<file path="config.mk">
export PLATFORM = sky130hd
export DESIGN_NAME = isr_cmd_seq
export DESIGN_NICKNAME = d
export VERILOG_FILES = /design/src/rtl/isr_pkg.sv /design/src/rtl/isr_fmt_if.sv /design/src/rtl/isr_cmd_seq.sv /design/src/rtl/isr_result_fmt.sv
export SDC_FILE = /design/constraint.sdc
export NUM_CORES = 1
export LEC_CHECK = 0
export BUFFER_PORTS_ARGS = -buffer_cell sky130_fd_sc_hd__buf_2
export CAP_MARGIN = 20
export CORE_MARGIN = 3
export CORE_UTILIZATION = 52
export CTS_CLUSTER_SIZE = 40
export DETAILED_ROUTE_END_ITERATION = 6
export PLACE_DENSITY = 0.88
export SKIP_CTS_REPAIR_TIMING = 1
export SLEW_MARGIN = 20
export SYNTH_ARGS = -nofsm -noshare
export SYNTH_HDL_FRONTEND = slang
export SYNTH_SLANG_ARGS = --single-unit
export TNS_END_PERCENT = 5
</file>
<file path="constraint.sdc">
create_clock -name clk_i -period 2.4 [get_ports clk_i]
set_input_delay 0.48 -clock clk_i [delete_from_list [all_inputs] [get_ports clk_i]]
set_output_delay 0.48 -clock clk_i [all_outputs]
set_load 0.005 [all_outputs]
</file>
<file path="src/rtl/isr_pkg.sv">
// Shared constants and types for the isolated sensor read command block.
// Assumes a single 20 MHz system clock and a synchronous active-low reset.
package isr_pkg;

   // ==========================================================
   // Clock
   localparam int unsigned CLK_HZ            = 20_000_000;

   // ==========================================================
   // Command byte layout
   localparam int unsigned CMD_BYTE_W        = 8;
   localparam int unsigned CMD_CODE_LSB      = 2;
   localparam int unsigned CMD_CODE_MSB      = 4;
   localparam int unsigned PHASE_LSB         = 0;
   localparam int unsigned PHASE_MSB         = 1;
   localparam int unsigned WR_PERR_BIT       = 5;
   localparam int unsigned RD_PERR_BIT       = 6;

   // ==========================================================
   // Command codes
   localparam logic [2:0] CMD_NONE           = 3'h0;
   localparam logic [2:0] CMD_TRIM           = 3'h1;
   localparam logic [2:0] CMD_SENSE          = 3'h2;
   localparam logic [2:0] CMD_INVALID_B      = 3'h5;

   // ==========================================================
   // Phase selector codes
   localparam logic [1:0] PHASE_INVALID      = 2'h0;
   localparam logic [1:0] PHASE_FIRST        = 2'h1;
   localparam logic [1:0] PHASE_SECOND       = 2'h2;
   localparam logic [1:0] PHASE_THIRD        = 2'h3;

   // ==========================================================
   // Item select codes, upper two bits only (least bit ignored)
   localparam logic [1:0] ITEM_BASE          = 2'h0;
   localparam logic [1:0] ITEM_SUPPLY        = 2'h1;
   localparam logic [1:0] ITEM_VERSION       = 2'h2;
   localparam logic [1:0] ITEM_EXTRA_TRIM    = 2'h3;

   // ==========================================================
   // Result layout and reset values
   localparam int unsigned RESULT_W          = 16;
   localparam int unsigned TEMP_W            = 11;
   localparam logic [15:0] RESULT_RESET      = 16'h0000;
   localparam logic [2:0]  ITEM_SEL_RESET    = 3'h0;

   typedef enum logic [0:0] {
      ISR_IDLE = 1'b0,
      ISR_BUSY = 1'b1
   } isr_state_e;

   typedef struct packed {
      isr_state_e  st;
      logic [2:0]  cmd;
      logic [1:0]  phase;
      logic [2:0]  item;
      logic        rd_perr;
      logic        wr_perr;
      logic        req;
      logic [15:0] result;
   } isr_state_s;

endpackage

</file>
<file path="src/rtl/isr_fmt_if.sv">
// Carrier between the command sequencer and the result formatter.
// Assumes both ends sit in the same clock domain; the path is combinational.
`timescale 1ns/10ps
interface isr_fmt_if;
   logic [2:0]  cmd;
   logic [2:0]  item;
   logic [15:0] raw;
   logic [15:0] result;

   modport seq (output cmd, output item, output raw, input result);
   modport fmt (input cmd, input item, input raw, output result);
endinterface

</file>
<file path="src/rtl/isr_cmd_seq.sv">
// Command interpreter for reads from up to three isolated remote sensors.
// Assumes the link engine answers each request with one reply pulse; inputs are synchronous.
//
// Notes on behaviour
// - Only codes 001 and 010 start reads; 000, 101 and reserved codes are ignored.
// - Phase 01, 10, 11 pick first, second, third pin pair and item select.
// - Trim read: trim bit 7 to buffer bit 8, bits 6:0 to 7:1.
// - Extra trim read: first byte in upper buffer byte, second in lower.
// - Temperature read: eleven bits low, upper five bits sign extended.
// - Supply level in low byte; version in high byte; other byte zero.
// - On completion command bits clear and the result buffer is valid.
// - Command-bit writes while a read is pending are ignored; flag clears still apply.
// - Parity faults set sticky flags until software writes them clear.
`timescale 1ns/10ps
module isr_cmd_seq (
   input  wire logic        clk_i,
   input  wire logic        rst_n_i,
   input  wire logic        cmd_wr_i,
   input  wire logic [7:0]  cmd_wdata_i,
   output logic      [7:0]  cmd_rdata_o,
   input  wire logic [2:0]  first_sensor_item_select_i,
   input  wire logic [2:0]  second_sensor_item_select_i,
   input  wire logic [2:0]  third_sensor_item_select_i,
   output logic      [15:0] remote_result_buffer_o,
   output logic             link_req_o,
   output logic      [1:0]  link_pin_pair_o,
   output logic      [2:0]  link_cmd_o,
   output logic      [2:0]  link_item_o,
   input  wire logic        link_rsp_valid_i,
   input  wire logic [15:0] link_rsp_data_i,
   input  wire logic        link_rsp_perr_i,
   input  wire logic        link_wr_perr_i
);

   isr_pkg::isr_state_s state_reg;
   isr_pkg::isr_state_s state_next;
   isr_fmt_if           fmt_bus ();

   logic [2:0] wr_code;
   logic [1:0] wr_phase;
   logic       wr_valid;
   logic [2:0] sel_item;
   logic       done;

   assign wr_code  = cmd_wdata_i[isr_pkg::CMD_CODE_MSB:isr_pkg::CMD_CODE_LSB];
   assign wr_phase = cmd_wdata_i[isr_pkg::PHASE_MSB:isr_pkg::PHASE_LSB];
   // Reserved codes are ignored too rather than sent on
   assign wr_valid = ((wr_code == isr_pkg::CMD_TRIM) || (wr_code == isr_pkg::CMD_SENSE))
                     && (wr_phase != isr_pkg::PHASE_INVALID);
   assign done     = (state_reg.st == isr_pkg::ISR_BUSY) && link_rsp_valid_i;

   // ==========================================================
   // Phase decode
   always_comb begin
      unique case (wr_phase)
         isr_pkg::PHASE_FIRST:  sel_item = first_sensor_item_select_i;
         isr_pkg::PHASE_SECOND: sel_item = second_sensor_item_select_i;
         isr_pkg::PHASE_THIRD:  sel_item = third_sensor_item_select_i;
         default:               sel_item = isr_pkg::ITEM_SEL_RESET;
      endcase
   end

   // ==========================================================
   // Result formatter
   assign fmt_bus.cmd  = state_reg.cmd;
   assign fmt_bus.item = state_reg.item;
   assign fmt_bus.raw  = link_rsp_data_i;

   isr_result_fmt u_fmt (
      .f (fmt_bus.fmt)
   );

   // ==========================================================
   // Sequencer
   always_comb begin
      state_next     = state_reg;
      state_next.req = 1'b0;
      // Flags written as zero clear; an event in the same cycle wins
      if (cmd_wr_i && !cmd_wdata_i[isr_pkg::RD_PERR_BIT]) begin
         state_next.rd_perr = 1'b0;
      end
      if (cmd_wr_i && !cmd_wdata_i[isr_pkg::WR_PERR_BIT]) begin
         state_next.wr_perr = 1'b0;
      end
      if (link_wr_perr_i) begin
         state_next.wr_perr = 1'b1;
      end
      unique case (state_reg.st)
         isr_pkg::ISR_IDLE: begin
            if (cmd_wr_i && wr_valid) begin
               state_next.st    = isr_pkg::ISR_BUSY;
               state_next.cmd   = wr_code;
               state_next.phase = wr_phase;
               state_next.item  = sel_item;
               state_next.req   = 1'b1;
            end
         end
         isr_pkg::ISR_BUSY: begin
            // Writes to the command bits are dropped here
            if (link_rsp_valid_i) begin
               state_next.st     = isr_pkg::ISR_IDLE;
               state_next.cmd    = isr_pkg::CMD_NONE;
               state_next.result = fmt_bus.result;
               if (link_rsp_perr_i) begin
                  state_next.rd_perr = 1'b1;
               end
            end
         end
      endcase
   end

   always_ff @(posedge clk_i) begin
      if (!rst_n_i) begin
         state_reg <= '{st: isr_pkg::ISR_IDLE, cmd: isr_pkg::CMD_NONE, phase: isr_pkg::PHASE_INVALID,
                        item: isr_pkg::ITEM_SEL_RESET, rd_perr: 1'b0, wr_perr: 1'b0, req: 1'b0,
                        result: isr_pkg::RESULT_RESET};
      end else begin
         state_reg <= state_next;
      end
   end

   // ==========================================================
   // Outputs, all straight from the state register
   assign cmd_rdata_o            = {1'b0, state_reg.rd_perr, state_reg.wr_perr, state_reg.cmd, state_reg.phase};
   assign remote_result_buffer_o = state_reg.result;
   assign link_req_o             = state_reg.req;
   assign link_pin_pair_o        = state_reg.phase;
   assign link_cmd_o             = state_reg.cmd;
   assign link_item_o            = state_reg.item;

   // ==========================================================
   // Assertions
   a_invalid_code_ignored: assert property (@(posedge clk_i) disable iff (!rst_n_i)
      (state_reg.st == isr_pkg::ISR_IDLE) && cmd_wr_i
      && ((wr_code == isr_pkg::CMD_NONE) || (wr_code == isr_pkg::CMD_INVALID_B))
      |=> !link_req_o && (cmd_rdata_o[4:2] == isr_pkg::CMD_NONE))
      else $error("invalid command code was not ignored");

   a_valid_cmd_starts: assert property (@(posedge clk_i) disable iff (!rst_n_i)
      (state_reg.st == isr_pkg::ISR_IDLE) && cmd_wr_i && wr_valid
      |=> link_req_o && (link_cmd_o == $past(wr_code)) ##1 !link_req_o)
      else $error("valid command did not issue exactly one request");

   a_phase_item_pick: assert property (@(posedge clk_i) disable iff (!rst_n_i)
      link_req_o |-> link_item_o == ((link_pin_pair_o == isr_pkg::PHASE_FIRST)
         ? $past(first_sensor_item_select_i)
         : (link_pin_pair_o == isr_pkg::PHASE_SECOND) ? $past(second_sensor_item_select_i)
         : $past(third_sensor_item_select_i)))
      else $error("item select not taken from selected phase");

   a_trim_packing: assert property (@(posedge clk_i) disable iff (!rst_n_i)
      done && (state_reg.cmd == isr_pkg::CMD_TRIM) && (state_reg.item[2:1] == isr_pkg::ITEM_BASE)
      |=> remote_result_buffer_o == {7'h00, $past(link_rsp_data_i[7:0]), 1'b0})
      else $error("trim value packed wrongly");

   a_extra_trim_pack: assert property (@(posedge clk_i) disable iff (!rst_n_i)
      done && (state_reg.cmd == isr_pkg::CMD_TRIM) && (state_reg.item[2:1] == isr_pkg::ITEM_EXTRA_TRIM)
      |=> remote_result_buffer_o == $past(link_rsp_data_i))
      else $error("extra trim bytes packed wrongly");

   a_temp_sign_ext: assert property (@(posedge clk_i) disable iff (!rst_n_i)
      done && (state_reg.cmd == isr_pkg::CMD_SENSE) && (state_reg.item[2:1] == isr_pkg::ITEM_BASE)
      |=> (remote_result_buffer_o[10:0] == $past(link_rsp_data_i[10:0]))
          && (remote_result_buffer_o[15:11] == {5{remote_result_buffer_o[10]}}))
      else $error("temperature not sign extended");

   a_supply_version: assert property (@(posedge clk_i) disable iff (!rst_n_i)
      done && (state_reg.cmd == isr_pkg::CMD_SENSE) && (state_reg.item[2] != state_reg.item[1])
      |=> (remote_result_buffer_o == ($past(state_reg.item[1])
            ? {8'h00, $past(link_rsp_data_i[7:0])} : {$past(link_rsp_data_i[7:0]), 8'h00})))
      else $error("supply level or version packed wrongly");

   a_done_clears_cmd: assert property (@(posedge clk_i) disable iff (!rst_n_i)
      done |=> (cmd_rdata_o[4:2] == isr_pkg::CMD_NONE) && (remote_result_buffer_o == $past(fmt_bus.result)))
      else $error("command bits not cleared at completion");

   a_busy_ignores_wr: assert property (@(posedge clk_i) disable iff (!rst_n_i)
      (state_reg.st == isr_pkg::ISR_BUSY) && !link_rsp_valid_i
      |=> $stable(link_cmd_o) && $stable(link_item_o) && !link_req_o)
      else $error("command write accepted while busy");

   a_rd_perr_sticky: assert property (@(posedge clk_i) disable iff (!rst_n_i)
      (done && link_rsp_perr_i) or (cmd_rdata_o[6] && !(cmd_wr_i && !cmd_wdata_i[6]))
      |=> cmd_rdata_o[6])
      else $error("read parity flag lost");

   a_wr_perr_sticky: assert property (@(posedge clk_i) disable iff (!rst_n_i)
      link_wr_perr_i or (cmd_rdata_o[5] && !(cmd_wr_i && !cmd_wdata_i[5])) |=> cmd_rdata_o[5])
      else $error("write parity flag lost");

   a_reserved_ignored: assert property (@(posedge clk_i) disable iff (!rst_n_i)
      (state_reg.st == isr_pkg::ISR_IDLE) && cmd_wr_i
      && (wr_code != isr_pkg::CMD_NONE) && (wr_code != isr_pkg::CMD_TRIM)
      && (wr_code != isr_pkg::CMD_SENSE) && (wr_code != isr_pkg::CMD_INVALID_B)
      |=> !link_req_o && (cmd_rdata_o[4:2] == isr_pkg::CMD_NONE))
      else $error("reserved command code was not ignored");

   a_phase_zero_ignored: assert property (@(posedge clk_i) disable iff (!rst_n_i)
      (state_reg.st == isr_pkg::ISR_IDLE) && cmd_wr_i && (wr_phase == isr_pkg::PHASE_INVALID)
      |=> !link_req_o && (cmd_rdata_o[4:2] == isr_pkg::CMD_NONE))
      else $error("phase selector zero was not ignored");

   a_pair_from_write: assert property (@(posedge clk_i) disable iff (!rst_n_i)
      link_req_o |-> link_pin_pair_o == $past(wr_phase))
      else $error("pin pair not taken from phase selector");

   a_result_holds: assert property (@(posedge clk_i) disable iff (!rst_n_i)
      !done |=> $stable(remote_result_buffer_o))
      else $error("result buffer changed without a completion");

   c_trim_read: cover property (@(posedge clk_i) disable iff (!rst_n_i)
      done && (state_reg.cmd == isr_pkg::CMD_TRIM));
   c_temp_read: cover property (@(posedge clk_i) disable iff (!rst_n_i)
      done && (state_reg.cmd == isr_pkg::CMD_SENSE) && (state_reg.item[2:1] == isr_pkg::ITEM_BASE));
   c_busy_write: cover property (@(posedge clk_i) disable iff (!rst_n_i)
      (state_reg.st == isr_pkg::ISR_BUSY) && cmd_wr_i && wr_valid);
   c_parity_fault: cover property (@(posedge clk_i) disable iff (!rst_n_i)
      done && link_rsp_perr_i);
   c_third_phase: cover property (@(posedge clk_i) disable iff (!rst_n_i)
      link_req_o && (link_pin_pair_o == isr_pkg::PHASE_THIRD));

endmodule

</file>
<file path="src/rtl/isr_result_fmt.sv">
// Packs raw sensor reply data into the 16-bit result buffer layout.
// Assumes the raw reply carries bytes as the sensor sends them: one item in the low byte,
// extra trim pair high then low, temperature in the low eleven bits.
`timescale 1ns/10ps
module isr_result_fmt (
   isr_fmt_if.fmt f
);

   // ==========================================================
   // Formatting
   always_comb begin
      f.result = isr_pkg::RESULT_RESET;
      unique case (f.cmd)
         isr_pkg::CMD_TRIM: begin
            if (f.item[2:1] == isr_pkg::ITEM_BASE) begin
               f.result = {7'h00, f.raw[7:0], 1'b0};
            end else if (f.item[2:1] == isr_pkg::ITEM_EXTRA_TRIM) begin
               f.result = f.raw;
            end
         end
         isr_pkg::CMD_SENSE: begin
            unique case (f.item[2:1])
               isr_pkg::ITEM_BASE:    f.result = {{5{f.raw[10]}}, f.raw[10:0]};
               isr_pkg::ITEM_SUPPLY:  f.result = {8'h00, f.raw[7:0]};
               isr_pkg::ITEM_VERSION: f.result = {f.raw[7:0], 8'h00};
               default:               f.result = isr_pkg::RESULT_RESET;
            endcase
         end
         // Undefined pairings leave a zero result
         default: f.result = isr_pkg::RESULT_RESET;
      endcase
   end

endmodule

</file>
# Word level (Yosys, flattened, before mapping)
# Index checks and enable logic that the tools add are counted.
# word_totals
out_inout_bits	33
latchBits	0
romBits	0
wordCells	51
reg_bits	28
ram_bits	0
mem_count	0
input_bits	39
# op_classes
bitwise_logic	2
div	0
n_lt_le_gt_ge	0
addsub	0
mux	15
mul	0
reduce_logical	14
n_shift	0
eq_ne	12
# op_table
operator	n
$pmux 16 s3	1
$mux 16	2
$pmux 16 s2	1
$mux 9	1
$pmux 3 s3	1
$eq 2x2->1 const B	4
$pmux 4 s2	1
$mux 1	7
$eq 3x1->1 const B	2
$eq 3x2->1 const B	2
$reduce_and 2->1	3
$eq 2x1->1 const B	2
$logic_and 1x1->1	4
$mux 4	1
$ne 2x2->1 const B	2
$reduce_bool 2->1	2
$logic_not 1->1	2
$logic_not 2->1	1
$not 1->1	2
$reduce_or 2->1	1
$logic_or 1x1->1	1

# Depth between registers and ports, before layout
# Gate-level depths: netlist of the first run.
# logic_depth
ltp_word	6
mapped_depth	6
ltp_nobuf	3

# Cells and area by module
# Synthesis of the first run repeated with hierarchy kept, for this count alone.
# unflattened
cells_unflattened	199
hier_area_um2	1652.8
# by_module_without_submodules
module	cells_per_inst	seq_area_each_um2	area_each_um2	instances
isr_cmd_seq	160	560.5	1346.3	1
isr_result_fmt	39	0.0	306.5	1

# Worst setup path before layout of the first run
# OpenSTA, ideal clock, no wires.
# synth_path
path_kind	register -> register
from	reg state_reg (netlist bit link_cmd_o[0])
to	reg state_reg (netlist bit remote_result_buffer_o[10])
stages_incl_launch_ff	6
slack_ps	1027
required_ps	2326
synth_period_minus_slack_ps	1373
n_path_buf	2
arrival_ps	1298
setup_time_ps	74
cell_sequence	dfxtp_1 -> buf_6 -> or4b_1 -> buf_2 -> a21o_1 -> a31oi_1
# synth_between
elab_chain_len	2
word_cells_on_any_way	3
cone_classes	eq/ne: 2; mux: 1
# synth_rtl
element	line_no	rtl
from (decl)	isr_cmd_seq.sv:35	isr_pkg::isr_state_s state_reg;
from (signal assigned)	isr_cmd_seq.sv:114	state_reg <= '{st: isr_pkg::ISR_IDLE, cmd: isr_pkg::CMD_NONE, phase: isr_pkg::PHASE_INVALID,
from (signal assigned)	isr_cmd_seq.sv:118	state_reg <= state_next;
$eq 3x2->1 / $eq 3x1->1 (equally long branches)	isr_result_fmt.sv:13	unique case (f.cmd)
$pmux 16 s2 (*)	isr_result_fmt.sv:13	
# Mark *: on every way between the ends. The rest lies on a longest branch, timed or not.
# A chain may end at the register's enable or synchronous reset.

# Final worst setup path of the first run
# layout_path
from	reg state_reg (netlist bit link_item_o[2])
to	out link_item_o[2]
# layout_rtl
element	line_no	rtl
to (decl)	isr_cmd_seq.sv:28	output logic [2:0] link_item_o,
# No word-level cell between the ends.

==> summary.txt, run 1 <==
Outcome
  – Run status: complete, no violations

Placed design
  – Routability cong.: 0.835
  – HPWL Detailed: 2920 um
  – Worst slack after detailed placement: 798 ps
  – Number of port buffers: 69
  – DP Cell Count: roughly 270

Timing
  – Skew final: roughly 5.7 ps
  – Setup total negative slack: 0 ps
  – Fin crit share: between 70% and 80%
  – Final setup margin: 627 ps
  – Max-slew violation count: 0
  – Final count of hold timing violations: 0
  – Total setup violations reported at the end of the flow: 0
  – Slew margin rel.: roughly 55%
  – Final Hold Slack: roughly 370 ps
  – Period minus WS final: about 1800 ps
  – Maximum achievable frequency: between 500 and 600 MHz
  – Unrepaired setup endpoints after global routing: false
  – Pin slew with the least headroom to its limit: between 600 and 700 ps

Power and ir drop
  – Seq pwr share: roughly 60%
  – Power per Cell Area: 454 nW/um^2
  – Net Sw Frac: between 20% and 30%
  – Part of the power in combinational logic: about 18%
  – Internal power summed over all cells: ~0.61 mW
  – Clock share of power: 22.9%
  – Worst VDD drop: between 0.15 and 0.2 mV
  – Reported leakage power: between 0.7 and 0.8 nW
  – Net Switching: about 0.23 mW

Routing
  – Total wire length: 3850 um
  – DRC violations left: 0
  – Via-to-Cell Ratio: 5.64
  – Post-DR wirelength/cell: between 10 and 15 um
  – Vias: ~1600
  – ANT nets after route: 0
  – Drt pass-1 iters: 4
  – Initial DRC Count: 84

Synth
  – Post-Syn Area: 1740 um^2
  – Arithmetic-cell share of the synthesized area counting full adders, half adders and majority gates: 0%
  – Parity-gate share of the synthesized area counting xor and xnor cells: slightly above 1%
  – Dominant combinational cell family by area after synthesis: compound AO/OA/AOI/OAI gates
  – Post-synthesis instance total: around 210
  – Post-Synthesis Net Count: between 200 and 250
  – Warnings from Yosys: 0
  – Compound-Gate Fraction of Synth Area: 26.8%
  – Proportion of synthesized area in mux cells: under 10%
  – Netlist cell types: 44
  – Synthesized flop and latch total: 28
  – Fraction of the mapped netlist area in simple logic gates: between 10% and 20%
  – Average cell area after synthesis: roughly 8.5 um^2
  – Share of synthesized area occupied by flip-flops and latches: 32.3%

Worst setup path
  – FF-to-FF Start: link_item_o[2]
  – Endpoint class of the critical path: output port
  – Startpoint type of the worst setup path: flip-flop
  – Depth of the worst register-to-register path: 3
  – Critical path depth: 1
  – Critical path's slowest cell: dfxtp_1
  – Critical Path AT: roughly 1300 ps
  – Data required time at the worst endpoint: approximately 1900 ps
  – Slowest Stage Delay on Critical Path: 740 ps
  – Critical path class: flip-flop to output port
  – Cell class contributing the biggest share of worst-path delay: flip-flops
  – Max FO, Critical Path: 22
  – Bufs and invs on worst path: 1
  – Cell chain of the critical path: buf_2
  – Launch point of the worst path: link_item_o[2]

CTS
  – CTS tree: yes
  – Number of buffers added by the clock tree synthesis step: 3
  – Worst-Skew Late Latency: 320 ps
  – CTS Buffer Depth: 2
  – CTS H-tree lvls: 1
  – Clock-pin slew on the worst setup and hold paths: roughly 150 ps
  – Sink count of the clock tree: 28
  – Clock tree root buffer cell: clkbuf_4

GRT
  – Overall overflow remaining after global route: 0
  – Via count of the first global-routing pass: about 1400
  – Total global-route track usage: 18.5%
  – Global-route wire length before repair: around 6200 um
  – Largest net degree at the start of global routing: 23
  – Number of antenna violations at the first check in global routing: 0

Die
  – Die Y-Extent: 63.8 um
  – Overall die area: ~4100 um^2
  – Core region area: roughly 3100 um^2
  – Horizontal die dimension: 63.8 um
  – Placement Rows: 20
  – Boundary Pins: between 70 and 80
  – Initial Utilization: between 50% and 60%

Run
  – Max-capacitance violation count: 0

Worst hold path
  – Origin of the worst min-delay path: link_wr_perr_i
  – Worst Hold Path Cells: 3
  – HP Class: primary input to flip-flop

Cells and area
  – Fraction of layout cells with a size suffix above 1: 34.9%
  – Most common cell after layout, fill and taps aside: buf_2
  – Number of standard cells in the final layout excluding fillers: between 200 and 300
  – Number of flip-flops in the largest register: 16
  – Most used cells in the layout excluding fill and tap cells: 69 x buf_2, 28 x dfxtp_1, 17 x o21ai_0, 16 x a31oi_1, 10 x nand2_1
  – Nets@finish: roughly 270
  – Layout Area Growth over Synthesis: 6.05%
  – Diodes inserted: 0
  – Total of fill cells in the finished design: 270
cell families (layout without fill, tap and decap cells):
kind of cell | count (synthesis) | after routing
multiplexers | 3 | 3
AO/OA/AOI/OAI | 71 | 71
flip-flops | 28 | 28
other | 1 | 1
XOR/XNOR | 2 | 2
buffers and inverters | 51 | 78
AND/OR/NAND/NOR | 49 | 49
stage by stage:
stage	power, mW	utilization [%]	cell area [um^2]
floorplan	0.609	-	1740
global placement	0.650	58.2	1820
global route	0.872	58.9	1840
detailed placement	0.653	58.2	1820
CTS	0.838	58.9	1840
finish	0.836	58.9	1840
cell usage after synthesis, drive strengths merged:
| cell | count | share of area [%] |
|---|---|---|
| o211ai | 9 | 3.9 |
| a32oi | 2 | 1.0 |
| buf | 38 | 16 |
| a22oi | 3 | 1.3 |
| o21a | 1 | 0.43 |
| conb | 1 | 0.22 |
| nand3 | 8 | 2.3 |
| nor3b | 1 | 0.72 |
| or2 | 1 | 0.36 |
| mux2 | 3 | 1.9 |
| a41oi | 3 | 1.5 |
| nand2 | 10 | 2.2 |
| o22ai | 1 | 0.36 |
| a211oi | 3 | 1.3 |
| nand3b | 8 | 3.5 |
| o2111ai | 1 | 0.50 |
| nand2b | 2 | 0.72 |
| nor4 | 2 | 1.1 |
| o32ai | 1 | 0.50 |
| or4b | 1 | 0.58 |
| inv | 3 | 0.65 |
| xor2 | 1 | 0.50 |
| a21o | 6 | 2.6 |
| o21ai | 17 | 4.9 |
| clkinv | 2 | 0.43 |
| dlygate4sd1 | 2 | 1.0 |
| nand4 | 2 | 0.72 |
| nor2 | 2 | 0.43 |
| and3 | 2 | 0.72 |
| a31oi | 16 | 5.8 |
| xnor2 | 1 | 0.50 |
| nor2b | 4 | 1.4 |
| clkbuf | 6 | 1.4 |
| nor4b | 3 | 1.9 |
| and2 | 2 | 0.72 |
| dfxtp | 28 | 32 |
| o41ai | 2 | 1.0 |
| a21oi | 6 | 1.7 |
| and4b | 1 | 0.65 |
tightest hold or removal path, stage by stage:
cell and delay [ps]:
buf_2 90, inv_1 40, a21oi_1 50
final timing paths:
kind	to	slack, ps
setup / recovery	link_item_o[2]	630
hold / removal	cmd_rdata_o[5]	370
setup reg to reg	remote_result_buffer_o[1]	740
hold reg to reg	remote_result_buffer_o[0]	470
final cells by class:
cell class,count,area (um^2),area share [%]
Clock buffer,3,22.5,1.22
Inverter,5,18.8,1.02
Multi-Input combinational cell,126,832,45.2
Sequential cell,28,561,30.4
Tap cell,44,55.1,2.99
Timing Repair Buffer,70,353,19.2
per-layer routing:
| metal | up-vias | share of wire (%) | global-route usage (%) |
|---|---|---|---|
| met5 | - | 0 | 0 |
| met1 | 700 | 46 | 24.7 |
| met2 | 64 | 47 | 30.8 |
| met4 | 0 | 0.70 | 5.93 |
| li1 | 788 | - | - |
| met3 | 4 | 6.4 | 2.46 |
power groups by stage:
stage                     Clock (mW)  Sequential (mW)  Combinational [mW]
final                          0.192            0.496               0.148
after global routing           0.209            0.499               0.164
after CTS                      0.195            0.496               0.147
after detailed placement           0            0.506               0.147
after global placement             0            0.506               0.144
after floorplan                    0            0.499               0.110
(Power assumes the default switching activity.)
==> inputs of run 2 (changes only) <==
Settings changed: CORE_UTILIZATION 52 to 48, PLACE_DENSITY 0.88 to 0.82.
Clock period 2.4 ns to 1.7 ns, I/O delays scaled along.
==> run 2 against run 1 <==
Clock skew is 2.6 ps lower. Largest cell class unchanged. Highest routed layer unchanged. Non-clock buffer count increased by 8. Total power is 52% higher.
==> summary.txt, run 2 (same netlist as run 1, synthesis figures left out) <==
Worst setup path
  – Critical path depth: 3 (+2)
  – Setup slack on the worst flop-to-flop path: 140 ps (-600 ps)
  – Depth of the worst register-to-register path: 3 (unchanged)
  – Slowest Stage Delay on Critical Path: 600 ps (-140 ps)
  – Cell chain of the critical path: or4b_1 -> a21o_1 -> a31oi_1
  – RR Endpoint: remote_result_buffer_o[13]
  – Critical path class: flip-flop to flip-flop
  – Bufs and invs on worst path: 0 (-1)
  – Data required time at the worst endpoint: 1970 ps (+50 ps)
  – Critical Path AT: 1830 ps (+540 ps)
  – Cell class contributing the biggest share of worst-path delay: simple AND/OR/NAND/NOR gates
  – FF-to-FF Start: link_cmd_o[1]
  – Max FO, Critical Path: 10 (-55%)
  – Endpoint class of the critical path: flip-flop
  – Critical path's slowest cell: or4b_1
  – Startpoint type of the worst setup path: flip-flop

Placed design
  – Number of port buffers: 69 (unchanged)
  – DP Cell Count: 283 (+3.7%)
  – HPWL Detailed: 2980 um (+2.1%)
  – Routability cong.: 0.787 (-5.7%)

CTS
  – CTS Buffer Depth: 2 (unchanged)
  – Clock tree root buffer cell: clkbuf_4
  – CTS H-tree lvls: 1 (unchanged)
  – Number of buffers added by the clock tree synthesis step: 3 (unchanged)
  – Clock-pin slew on the worst setup and hold paths: 160 ps (about the same)
  – Sink count of the clock tree: 28 (unchanged)
  – Worst-Skew Late Latency: 330 ps (about the same)
  – CTS tree: yes

Timing
  – Unrepaired setup endpoints after global routing: false
  – Maximum achievable frequency: 642 MHz
  – Max-slew violation count: 0 (unchanged)
  – Total setup violations reported at the end of the flow: 0 (unchanged)
  – Fin crit share: about nine tenths
  – Setup total negative slack: 0 ps (unchanged)
  – Final count of hold timing violations: 0 (unchanged)
  – Period minus WS final: about 1600 ps
  – Skew final: 3.04 ps (-2.63 ps)

Die
  – Core region area: 3420 um^2 (+9.2%)
  – Placement Rows: 21 (+5.0%)
  – Boundary Pins: 72 (unchanged)
  – Die Y-Extent: 66.2 um (+3.7%)
  – Horizontal die dimension: 66.2 um (+3.7%)
  – Initial Utilization: 50.8% (-4.7 points)
  – Overall die area: 4380 um^2 (+7.5%)

Power and ir drop
  – Seq pwr share: 54.9% (-4.5 points)
  – Net Sw Frac: 27.3% (+0.18 points)
  – Reported leakage power: 0.820 nW (+6.4%)
  – Power per Cell Area: 660 nW/um^2 (+46%)
  – Worst VDD drop: 0.325 mV (+89%)
  – Clock share of power: 26.9% (+4.0 points)
  – Part of the power in combinational logic: 18.1% (+0.4 points)
  – Internal power summed over all cells: 0.921 mW (+51%)
  – Net Switching: 0.346 mW (+53%)
  – Overall power of the completed layout: 1.27 mW (+52%)

GRT
  – Overall overflow remaining after global route: 0 (unchanged)
  – Global-route wire length before repair: 6290 um (+1.3%)
  – Number of antenna violations at the first check in global routing: 0 (unchanged)
  – Largest net degree at the start of global routing: 31 (+35%)
  – Total global-route track usage: 18.0% (-0.51 points)
  – Via count of the first global-routing pass: 1418 (+1.6%)

Worst hold path
  – Origin of the worst min-delay path: link_wr_perr_i
  – Worst Hold Path Cells: 3 (unchanged)
  – Hold-critical path endpoint: cmd_rdata_o[5]
  – HP Class: primary input to flip-flop

Routing
  – Post-DR wirelength/cell: 13.9 um (-0.41%)
  – DRC violations left: 0 (unchanged)
  – Via-to-Cell Ratio: 5.58 (-0.99%)
  – ANT nets after route: 0 (unchanged)
  – Drt pass-1 iters: 4 (unchanged)
  – Total wire length: 3990 um (+3.6%)
  – Initial DRC Count: 87 (+3.6%)
  – Vias: 1602 (+3.0%)

Cells and area
  – Fraction of layout cells with a size suffix above 1: 37.3% (+2.4 points)
  – Number of standard cells in the final layout excluding fillers: 287 (+4.0%)
  – Number of flip-flops in the largest register: 16 (unchanged)
  – Layout Area Growth over Synthesis: 10.4%
  – Nets@finish: 281 (+2.9%)
  – Most common cell after layout, fill and taps aside: buf_2
  – Diodes inserted: 0 (unchanged)
  – Most used cells in the layout excluding fill and tap cells: 69 x buf_2, 28 x dfxtp_1, 17 x o21ai_0, 16 x a31oi_1, 10 x nand2_1

Outcome
  – Run status: complete, no violations

Run
  – Max-capacitance violation count: 0 (unchanged)
-- run 2: cell type report --
cell class / instances / area (um^2)
sequential: 28 / 561
fill: 339 / 1500
clock buffer: 4 / 36.3
inverter: 5 / 18.8
multi-input combinational: 126 / 832
timing repair buffer: 78 / 413
tap: 46 / 57.6
-- run 2: worst reg2reg max path, stage by stage, from the launching register on --
cell	delay [ps]
dfxtp_1	520
or4b_1	600
a21o_1	210
a31oi_1	160
-- run 2: stage by stage --
stage                     area [um^2]  utilization (%)  worst slack, ps  hold WS, ps
final                            1920             56.2              144          215
after global routing             1920             56.2             62.7          217
after CTS                        1920             56.2              161          211
after detailed placement         1880             55.1              197          460
after global placement           1880             55.1              247          442
after floorplan                  1740                -              327          437
-- run 2: worst max-delay path by stage --
stage / start / endpoint / slack [ps]
2_1_floorplan: link_cmd_o[0] / remote_result_buffer_o[10] / 330
4_1_cts: link_cmd_o[1] / remote_result_buffer_o[12] / 160
6_report: link_cmd_o[1] / remote_result_buffer_o[13] / 140
3_5_place_dp: link_cmd_o[1] / remote_result_buffer_o[13] / 200
5_1_grt: link_cmd_o[1] / remote_result_buffer_o[13] / 60
3_3_place_gp: link_cmd_o[1] / remote_result_buffer_o[11] / 250
-- run 2: routing by layer --
metal	GRT usage (%)	wire length, um
met1	22.6	1700
met2	31.4	1920
met3	3.57	350
met4	4.57	15
met5	0	0
-- run 2: power by group through the flow --
| stage | Sequential [mW] | Clock, mW | Combinational, mW |
|---|---|---|---|
| 4_1_cts | 0.696 | 0.341 | 0.230 |
| 2_1_floorplan | 0.705 | 0 | 0.155 |
| 3_5_place_dp | 0.710 | 0 | 0.229 |
| 5_1_grt | 0.700 | 0.360 | 0.252 |
| 3_3_place_gp | 0.709 | 0 | 0.225 |
| 6_report | 0.696 | 0.341 | 0.229 |
==> inputs of run 3 (changes only) <==
Settings changed: CORE_ASPECT_RATIO set to 0.7, CTS_CLUSTER_DIAMETER set to 150, SETUP_SLACK_MARGIN set to 0.2.
==> run 3 against run 2 <==
Clock power increased by 7.3%. Routed wire length up 3.7%. Register-to-register slack gained 140 ps. Largest cell class unchanged. Final cell count unchanged. Sequential share of layout area down 0.25 points. Cell area increased by 0.85%. Flip-flop and latch count stayed put. Die area rose by 0.27%.
==> summary.txt, run 3 (same netlist as run 1, synthesis figures left out) <==
GRT
  – Global-route wire length before repair: 6580 um (+4.7%)
  – Total global-route track usage: 18.6% (+0.57 points)
  – Overall overflow remaining after global route: 0 (unchanged)
  – Via count of the first global-routing pass: 1396 (-1.6%)
  – Number of antenna violations at the first check in global routing: 0 (unchanged)
  – Largest net degree at the start of global routing: 32 (+3.2%)

Routing
  – Drt pass-1 iters: 5 (+1)
  – Post-DR wirelength/cell: 14.4 um (+3.7%)
  – DRC violations left: 0 (unchanged)
  – Initial DRC Count: 217 (+150%)
  – Total wire length: 4140 um (+3.7%)
  – ANT nets after route: 0 (unchanged)
  – Via-to-Cell Ratio: 5.54 (-0.69%)
  – Vias: 1591 (-0.69%)

Placed design
  – Number of port buffers: 69 (unchanged)
  – HPWL Detailed: 3040 um (+2.0%)
  – Routability cong.: 0.931 (+18%)
  – DP Cell Count: 284 (+0.35%)

Worst setup path
  – Cell class contributing the biggest share of worst-path delay: simple AND/OR/NAND/NOR gates
  – Slowest Stage Delay on Critical Path: 540 ps (-60 ps)
  – Startpoint type of the worst setup path: flip-flop
  – Critical Path AT: 1620 ps (-210 ps)
  – Data required time at the worst endpoint: 1910 ps (-60 ps)
  – Max FO, Critical Path: 7 (-3)
  – Bufs and invs on worst path: 0 (unchanged)
  – Critical path class: flip-flop to flip-flop
  – Cell chain of the critical path: or4b_4 -> a21o_1 -> a31oi_1
  – Critical path's slowest cell: or4b_4
  – Endpoint class of the critical path: flip-flop

Timing
  – Final count of hold timing violations: 0 (unchanged)
  – Skew final: 3.64 ps (+0.598 ps)
  – Period minus WS final: 1410 ps (-143 ps)
  – Setup total negative slack: 0 ps (unchanged)
  – Maximum achievable frequency: 707 MHz (+10%)
  – Unrepaired setup endpoints after global routing: true
  – Total setup violations reported at the end of the flow: 0 (unchanged)
  – Max-slew violation count: 0 (unchanged)
  – Fin crit share: 83.1% (-8.4 points)

Power and ir drop
  – Power per Cell Area: 670 nW/um^2 (+1.5%)
  – Worst VDD drop: 0.401 mV (+23%)
  – Reported leakage power: 0.821 nW (+0.16%)

Cells and area
  – Number of standard cells in the final layout excluding fillers: 287 (unchanged)
  – Sequential Area: 561 um^2 (unchanged)
  – Fraction of layout cells with a size suffix above 1: 37.5% (+0.16 points)
  – Nets@finish: 281 (unchanged)
  – Area used by multi-input combinational logic: 842 um^2 (+1.2%)
  – Number of flip-flops in the largest register: 16 (unchanged)
  – Diodes inserted: 0 (unchanged)
  – Layout Area Growth over Synthesis: 11.4%
  – Most used cells in the layout excluding fill and tap cells: 69 x buf_2, 28 x dfxtp_1, 17 x o21ai_0, 16 x a31oi_1, 10 x nand2_1
  – Total of fill cells in the finished design: 306 (-9.7%)
  – Most common cell after layout, fill and taps aside: buf_2

Die
  – Horizontal die dimension: 77.9 um (+18%)
  – Die Y-Extent: 56.3 um (-15%)
  – Initial Utilization: 52.7% (+1.8 points)
  – Placement Rows: 17 (-19%)
  – Boundary Pins: 72 (unchanged)
  – Core region area: 3300 um^2 (-3.5%)
  – Overall die area: 4390 um^2 (+0.27%)

CTS
  – Worst-Skew Late Latency: 280 ps (-50 ps)
  – Clock-pin slew on the worst setup and hold paths: 90 ps (-70 ps)
  – CTS H-tree lvls: 1 (unchanged)
  – Sink count of the clock tree: 28 (unchanged)
  – Number of buffers added by the clock tree synthesis step: 3 (unchanged)
  – CTS tree: yes
  – Clock tree root buffer cell: clkbuf_8
  – CTS Buffer Depth: 2 (unchanged)

Outcome
  – Run status: complete, no violations

Run
  – Max-capacitance violation count: 0 (unchanged)

Worst hold path
  – HP Class: primary input to flip-flop
==> run 3: through the flow <==
step	setup WS [ps]	power [mW]	utilization [%]	instance area, um^2	hold slack, ps
6_report	287	1.30	58.7	1930	297
5_1_grt	178	1.36	58.7	1930	301
4_1_cts	248	1.30	58.4	1920	303
3_5_place_dp	265	0.939	57.1	1880	459
3_3_place_gp	297	0.935	57.1	1880	442
2_1_floorplan	327	0.860	-	1740	437
==> run 3: worst paths after layout <==
path	to	cells after the start	slack (ps)	startpoint
worst max register to register	remote_result_buffer_o[14]	3	290	link_cmd_o[1]
worst min-delay path	cmd_rdata_o[5]	3	300	link_wr_perr_i
worst min register to register	remote_result_buffer_o[0]	2	470	remote_result_buffer_o[0]
worst max-delay path	remote_result_buffer_o[14]	3	290	link_cmd_o[1]
==> run 3: layout make-up <==
cell class                      instances  share of cell area [%]
Inverter                                5                   0.970
Timing Repair Buffer                   78                    21.3
Clock buffer                            3                    2.13
Tap cell                               47                    3.04
Sequential cell                        28                    29.0
Multi-Input combinational cell        126                    43.5
==> run 3: power breakdown <==
part           total, mW  internal, mW  switching [mW]
registers          0.694         0.677          0.0173
clock network      0.366         0.160           0.206
logic              0.236         0.114           0.122
total               1.30         0.950           0.346
==> run 3: routing by layer <==
| layer | share of wire (%) | GRT usage (%) | vias up |
|---|---|---|---|
| li1 | - | - | 798 |
| met1 | 49 | 27.1 | 720 |
| met2 | 42 | 27.7 | 70 |
| met3 | 8.3 | 4.97 | 3 |
| met4 | 0.51 | 3.24 | 0 |
| met5 | 0 | 0 | - |
==> run 3: worst register-to-register path: cells and delay by family (launching register included) <==
kind	cells	cell delay (ps)
AND/OR/NAND/NOR	1	540
flip-flops	1	460
AO/OA/AOI/OAI	2	340
